**src/hdl/tlid_defs.svh**
```systemverilog
// Constants for the thermal limit and identity register bank.
// Assumes inclusion by name from any design file of the bank.
`ifndef TLID_DEFS_SVH
`define TLID_DEFS_SVH
`define TLID_CMD_LOCAL_LIMIT 8'h20
`define TLID_CMD_MAKER_ID 8'hFE
`define TLID_CMD_SILICON_REV 8'hFF
`define TLID_LOCAL_LIMIT_RESET 8'h46
// Arbitrary neutral identity values
`define TLID_MAKER_CODE 8'h5C
`define TLID_REVISION_CODE 8'h01
`define TLID_UNMAPPED_DATA 8'h00
`endif

```
**src/hdl/tlid_pkg.sv**
```systemverilog
// Types for the thermal limit and identity register bank.
// Assumes no other package.
`default_nettype none
package tlid_pkg;
  typedef logic [7:0] tlid_byte_type;
  typedef logic signed [7:0] tlid_degree_type;
endpackage : tlid_pkg
`default_nettype wire

```
**src/hdl/tlid_read_mux.sv**
```systemverilog
// Read data selection for the register bank.
// Assumes the command byte is stable while it is decoded.
`include "tlid_defs.svh"
`default_nettype none
module tlid_read_mux
(
  input wire logic [7:0] cmd_in,
  input wire logic [7:0] limit_in,
  output logic [7:0] data_out,
  output logic hit_out
);
  always_comb
  begin
    hit_out = 1'b1;
    unique case (cmd_in)
      `TLID_CMD_LOCAL_LIMIT: data_out = limit_in;
      `TLID_CMD_MAKER_ID: data_out = `TLID_MAKER_CODE;
      `TLID_CMD_SILICON_REV: data_out = `TLID_REVISION_CODE;
      default:
      begin
        data_out = `TLID_UNMAPPED_DATA;
        hit_out = 1'b0;
      end
    endcase
  end
endmodule : tlid_read_mux
`default_nettype wire

```
**src/hdl/tlid_regs.sv**
```systemverilog
// Local overtemperature limit and identity registers.
// Assumes a protocol engine presents single-cycle byte read and write strobes.
`include "tlid_defs.svh"
`default_nettype none
module tlid_regs
(
  input wire logic mclk_in,
  input wire logic srst_in,
  input wire logic [7:0] cmd_in,
  input wire logic wr_in,
  input wire logic [7:0] wdata_in,
  input wire logic rd_in,
  output logic [7:0] rdata_out,
  output logic rvalid_out,
  output logic rhit_out,
  output logic signed [7:0] local_overtemp_limit_out,
  output logic local_queue_purge_out
);
  tlid_pkg::tlid_byte_type limit_reg;
  tlid_pkg::tlid_byte_type rdata_reg;
  tlid_pkg::tlid_byte_type mux_data;
  logic rvalid_reg;
  logic rhit_reg;
  logic purge_reg;
  logic mux_hit;
  logic limit_wr;

  assign limit_wr = wr_in && (cmd_in == `TLID_CMD_LOCAL_LIMIT);

  tlid_read_mux u_mux
  (
    .cmd_in(cmd_in),
    .limit_in(limit_reg),
    .data_out(mux_data),
    .hit_out(mux_hit)
  );

  // Only the limit command stores data
  always_ff @(posedge mclk_in)
  begin
    if (srst_in)
      limit_reg <= `TLID_LOCAL_LIMIT_RESET;
    else if (limit_wr)
      limit_reg <= wdata_in;
  end

  // One-cycle purge of the local fault queue
  always_ff @(posedge mclk_in)
  begin
    if (srst_in)
      purge_reg <= 1'b0;
    else
      purge_reg <= limit_wr;
  end

  // Valid echoes the read strobe for one cycle
  always_ff @(posedge mclk_in)
  begin
    if (srst_in)
      rvalid_reg <= 1'b0;
    else
      rvalid_reg <= rd_in;
  end

  // Data and hit are captured on a read and held until the next
  always_ff @(posedge mclk_in)
  begin
    if (srst_in)
      rdata_reg <= 8'h00;
    else if (rd_in)
      rdata_reg <= mux_data;
  end

  always_ff @(posedge mclk_in)
  begin
    if (srst_in)
      rhit_reg <= 1'b0;
    else if (rd_in)
      rhit_reg <= mux_hit;
  end

  assign rdata_out = rdata_reg;
  assign rvalid_out = rvalid_reg;
  assign rhit_out = rhit_reg;
  assign local_overtemp_limit_out = tlid_pkg::tlid_degree_type'(limit_reg);
  assign local_queue_purge_out = purge_reg;
endmodule : tlid_regs
`default_nettype wire

```
**config.mk**
```make
export PLATFORM = sky130hd
export DESIGN_NAME = tlid_regs
export DESIGN_NICKNAME = d
export VERILOG_FILES = /design/src/hdl/tlid_pkg.sv /design/src/hdl/tlid_read_mux.sv /design/src/hdl/tlid_regs.sv
export VERILOG_INCLUDE_DIRS = /design/src /design/src/hdl
export SDC_FILE = /design/constraint.sdc
export NUM_CORES = 1
export LEC_CHECK = 0
export ABC_AREA = 1
export CORE_MARGIN = 2
export CORE_UTILIZATION = 55
export DETAILED_ROUTE_END_ITERATION = 8
export DONT_BUFFER_PORTS = 1
export PLACE_DENSITY = 0.81
export SLEW_MARGIN = 40
export SYNTH_ARGS = -nofsm -noshare
export SYNTH_HDL_FRONTEND = slang
export SYNTH_SLANG_ARGS = --single-unit
```
**constraint.sdc**
```tcl
create_clock -name mclk_in -period 2 [get_ports mclk_in]
set_input_delay 0.1 -clock mclk_in [delete_from_list [all_inputs] [get_ports mclk_in]]
set_output_delay 0.1 -clock mclk_in [all_outputs]
set_load 0.03 [all_outputs]
```
# Word level (Yosys, flattened, before mapping)

Index checks and enable logic that the tools add are counted.

Word-level logic and storage cells: 12
Bits in writable memories: 0
Memories: 0
Memory bits (read-only): 0
Output and inout bits: 19
Bits of input ports: 20
Latch bits: 0
Register bits after elaboration: 19

Add/sub/neg operators: 0
Bitwise gates (word level): 0
Multiplexer cells: 2
Div/mod/pow operators: 0
Multipliers: 0
Order comparisons: 0
Equal/unequal tests: 3
Shifts and indexed selects: 0
Reductions and logical operators: 2

Operators with widths:

| operator                                                         | count |
|---|---|
| 8-bit case mux with 3 select lines                               | 1 |
| 8-bit == test (second input constant)                            | 2 |
| 8-bit by 6-bit == test with 1-bit output (second input constant) | 1 |
| 3-bit OR reduction                                               | 1 |
| 1-bit logical AND                                                | 1 |
| 1-bit two-way mux                                                | 1 |

# Longest topological paths before layout

Depth in word-level cells: 3
Depth in mapped cells: 8
Gate-level depth less buffers: 8

# Cells and area by module

Synthesis repeated with hierarchy kept, for this count alone.

Cell total of the unflattened synthesis: 151
Area total of the unflattened synthesis: 960.9 sq um

By module, submodules not included:

| module        | cells an instance | times used | area an instance (sq um) |
|---|---|---|---|
| tlid_regs     | 108               | 1          | 764.5 |
| tlid_read_mux | 43                | 1          | 196.4 |

# Worst setup path after synthesis

Ideal clock, no wire load.

Path type: register -> register
Start point: register limit_reg[2] (netlist: local_overtemp_limit_out[2])
End point: register rdata_reg[2] (netlist: rdata_out[2])
Clock period less this slack: 865 ps
Path slack: 1,135 ps
Library setup time: 70 ps
Arrival time: 795 ps
Cell stages (with the launch flop): 5
Cells stage by stage: dfxtp_1 > inv_1 > nand2_1 > nand3_1 > a21oi_1

Longest elaborated chain between the ends: 1

Ends and longest elaborated chain:

| item                               | RTL line            | RTL |
|---|---|---|
| start: declaration                 | tlid_regs.sv:19     | `tlid_pkg::tlid_byte_type limit_reg;` |
| start signal: assignment           | tlid_regs.sv:42     | `` limit_reg <= `TLID_LOCAL_LIMIT_RESET; `` |
| start signal: assignment           | tlid_regs.sv:44     | `limit_reg <= wdata_in;` |
| 8-bit case mux with 3 select lines | tlid_read_mux.sv:15 | `unique case (cmd_in)` |
| end signal: assignment             | tlid_regs.sv:71     | `rdata_reg <= mux_data;` |
| end: declaration                   | tlid_regs.sv:20     | `tlid_pkg::tlid_byte_type rdata_reg;` |

Every way passes these cells.
A chain may end at the register's enable or synchronous reset.

# Final worst setup path

Start point: register limit_reg[3] (netlist: local_overtemp_limit_out[3])
End point: register rdata_reg[3] (netlist: rdata_out[3])

The elaborated chain is that of the path after synthesis.

==> impl_metrics.py <==
metrics = {
    "run_status": {
        "status": "completed",
    },
    "drt": {
        "ant_nets": 0,
        "viasPerCell": 5.262,
        "drt-total-wl_mm": 1.734,
        "drc": 0,
        "drtPass1Iterations": 6,
        "maxUsedRoutingLayer": "met4",
        "num_vias": 742,
        "initialDrtViolationCount": 13,
        "met3_length_um": 130,
        "route.met2.wl_um": 854,
        "avgRoutedWirePerCell_um": 12.30,
        "met1_length_um": 708,
    },
    "worst_setup_path": {
        "arrival_ps": 1740,
        "r2r-end": "rdata_out[3]",
        "cp_num_cells": 5,
        "ff2ff_path_depth": 5,
        "cp_top_family": "buffers and inverters",
        "cp_slowest_cell": "dlygate4sd3_1",
        "cp_data_required_time_ps": 2240,
        "cp_num_buf_inv": 2,
        "r2r-start": "local_overtemp_limit_out[3]",
        "path_cells": "inv_1, nand2_1, nand3_1, a21oi_1, dlygate4sd3_1",
        "endpoint_kind": "flop",
        "cp_max_fo": 3,
        "max_stage_delay_ps": 550,
        "start_kind": "flop",
        "critPathKind": "flop to flop",
        "rrSetupSlack_ps": 500,
    },
    "logic_synthesis": {
        "synth-edff-count": 0,
        "syn_area_per_cell_um2": 7.075,
        "syn_inst": 113,
        "async_flop_share_pct": 0,
        "synth_most_common_cell": "nand2_1",
        "ys_seq_area_share_pct": 47.57,
        "ys_ff_latch": 19,
        "synth.area.top_cells": "dfxtp_1 (48%), nand2_1 (13%), nor2_1 (8.0%)",
        "yosys_warnings": 0,
        "synth_commonest_cells": "nand2_1 (28), dfxtp_1 (19), nor2_1 (17)",
        "syn_nets": 133,
        "yosys.area.top_type_share_pct": 47.57,
        "synth_top_flop_cell": "dfxtp_1",
        "synth_top_cell_by_area": "dfxtp_1",
        "synth_cell_types": 15,
        "synth_area_um2": 799.5,
    },
    "clock_tree": {
        "postCtsSetupBuffers": 0,
        "cts-root-buf": "clkbuf_4",
        "clk_latency_ps": 290,
        "clk_path_buf_depth": 2,
        "htree_levels": 1,
        "path_clk_slew_ps": 100,
        "cts_tree": "done",
        "numCtsBuffers": 3,
        "cts_resized": 0,
        "cts_sinks": 19,
    },
    "die": {
        "die_area_um2": 1775,
        "rows": 13,
        "core_region_area_um2": 1334,
        "die_w_um": 42.13,
        "die_height_um": 42.13,
        "initial_core_util_pct": 59.94,
        "io_pins": 39,
    },
    "timing": {
        "max_clock_freq_mhz": 667.0,
        "setup_violations": 0,
        "rsz0062_at_grt": "no",
        "relSlewSlack_pct": 75.33,
        "setup_ws_ps": 500.7,
        "tightestPinTransition_ps": 369.5,
        "fin_crit_sh_pct": 74.96,
        "hold_viol_final": 0,
        "finalMaxSlewViolations": 0,
        "fin_skew_ps": 1.799,
        "finalSetupTns_ps": 0,
        "period_needed_ps": 1499,
    },
    "final_layout": {
        "utilization_pct": 70.64,
        "areaGrowthSynthToFinish_pct": 17.84,
        "diodes": 0,
        "nFillCells": 125,
        "fin_nets": 147,
        "drive_gt1_share_pct": 8.730,
        "seq_area_um2": 380.4,
        "final_cell_count_no_fill": 141,
        "design_area_um2": 942.2,
        "multi_input_area_um2": 344.1,
    },
    "placement": {
        "hpwl_mm": 1.175,
        "placed_cells": 126,
        "preCtsSetupSlack_ps": 1041,
        "dpl_cell_area_um2": 805.8,
        "io_buffers": 0,
        "place_congestion": 0.7294,
    },
    "global_routing": {
        "grt_pass1_vias": 631,
        "antenna_found_initial": 0,
        "grt_max_degree": 14,
        "gr-total-overflow": 0,
        "track_usage_pct": 20.58,
        "grt_pass1_wl_mm": 2.780,
    },
    "hold_path": {
        "hold_class": "primary input to flop",
        "hold-path-endpoint": "rdata_out[7]",
        "min_from": "rd_in",
        "holdPathStages": 2,
    },
    "flow_run": {
        "cap_violations": 0,
    },
    "power_and_ir_drop": {
        "power_density_nw_per_um2": 676.6,
        "ir_worst_vdd_v": 0.0004851,
        "p_leak_nw": 0.4604,
    },
}
worst max path at each step:
stage	from	end
floorplan	local_overtemp_limit_out[2]	rdata_out[2]
global placement	cmd_in[0]	local_overtemp_limit_out[6]
detailed placement	cmd_in[0]	local_overtemp_limit_out[0]
CTS	local_overtemp_limit_out[3]	rdata_out[3]
global route	local_overtemp_limit_out[3]	rdata_out[3]
finish	local_overtemp_limit_out[3]	rdata_out[3]
registers in the layout (all words and copies together), names as in the netlist:
signal / count
local_overtemp_limit_out: 8
rdata_out: 8
local_queue_purge_out: 1
rhit_out: 1
rvalid_out: 1
placed cells by master (no fill, tap or decap):
cell type / synthesis / routed
a21oi_1: 8 / 8
o21ai_0: 10 / 10
dlygate4sd3_1: 0 / 11
nand2_2: 2 / 2
dfxtp_1: 19 / 19
inv_2: 2 / 2
nor2_8: 1 / 1
clkbuf_1: 0 / 1
inv_4: 1 / 1
inv_1: 13 / 13
clkbuf_4: 1 / 3
nor2_2: 2 / 2
nor3_1: 1 / 1
nor2_1: 17 / 17
nand3_1: 7 / 7
nand2_1: 28 / 28
metal layers:
layer	vias up	track usage (%)
met4	0	5.625
met3	8	5.172
met5	-	0
li1	378	-
met2	36	35.31
met1	320	25.61
power breakdown:
part | switching (W) | internal (W) | total [W]
Combinational | 0.0000239 | 0.0000221 | 0.0000460
Clock | 0.000113 | 0.0000777 | 0.000190
Sequential | 0.0000166 | 0.000385 | 0.000401
cell families (layout without fill, tap and decap cells):
family | after synthesis | count (layout) | share of synthesized area [%]
compound gates | 18 | 18 | 11.27
buf+inv | 18 | 31 | 9.391
flops | 19 | 19 | 47.57
simple gates | 58 | 58 | 31.77
layout make-up:
type | count | area share, %
Sequential cell | 19 | 40.37
Multi-Input combinational cell | 76 | 36.52
Timing Repair Buffer | 11 | 11.69
Inverter | 16 | 6.640
Clock buffer | 4 | 2.789
Tap cell | 15 | 1.992
worst reg2reg max path: stages, from the launching register on:
cell and delay [ps]:
dfxtp_1 540, inv_1 80, nand2_1 70, nand3_1 80
a21oi_1 120, dlygate4sd3_1 550
metrics by stage:
step | total power (W) | hold slack (ps)
floorplan | 0.0004352 | 169.1
global placement | 0.0004352 | 170.5
detailed placement | 0.0004364 | 172.3
CTS | 0.0006385 | 3.737
global route | 0.0006612 | 29.73
finish | 0.0006375 | 7.758
repair_timing:
item / CTS / global route
hold buffers: 11 / 0
endpoints found under the setup margin: 0 / 0
endpoints found under the hold margin: 19 / 0
Note: power is estimated with default switching activity, not from simulation.
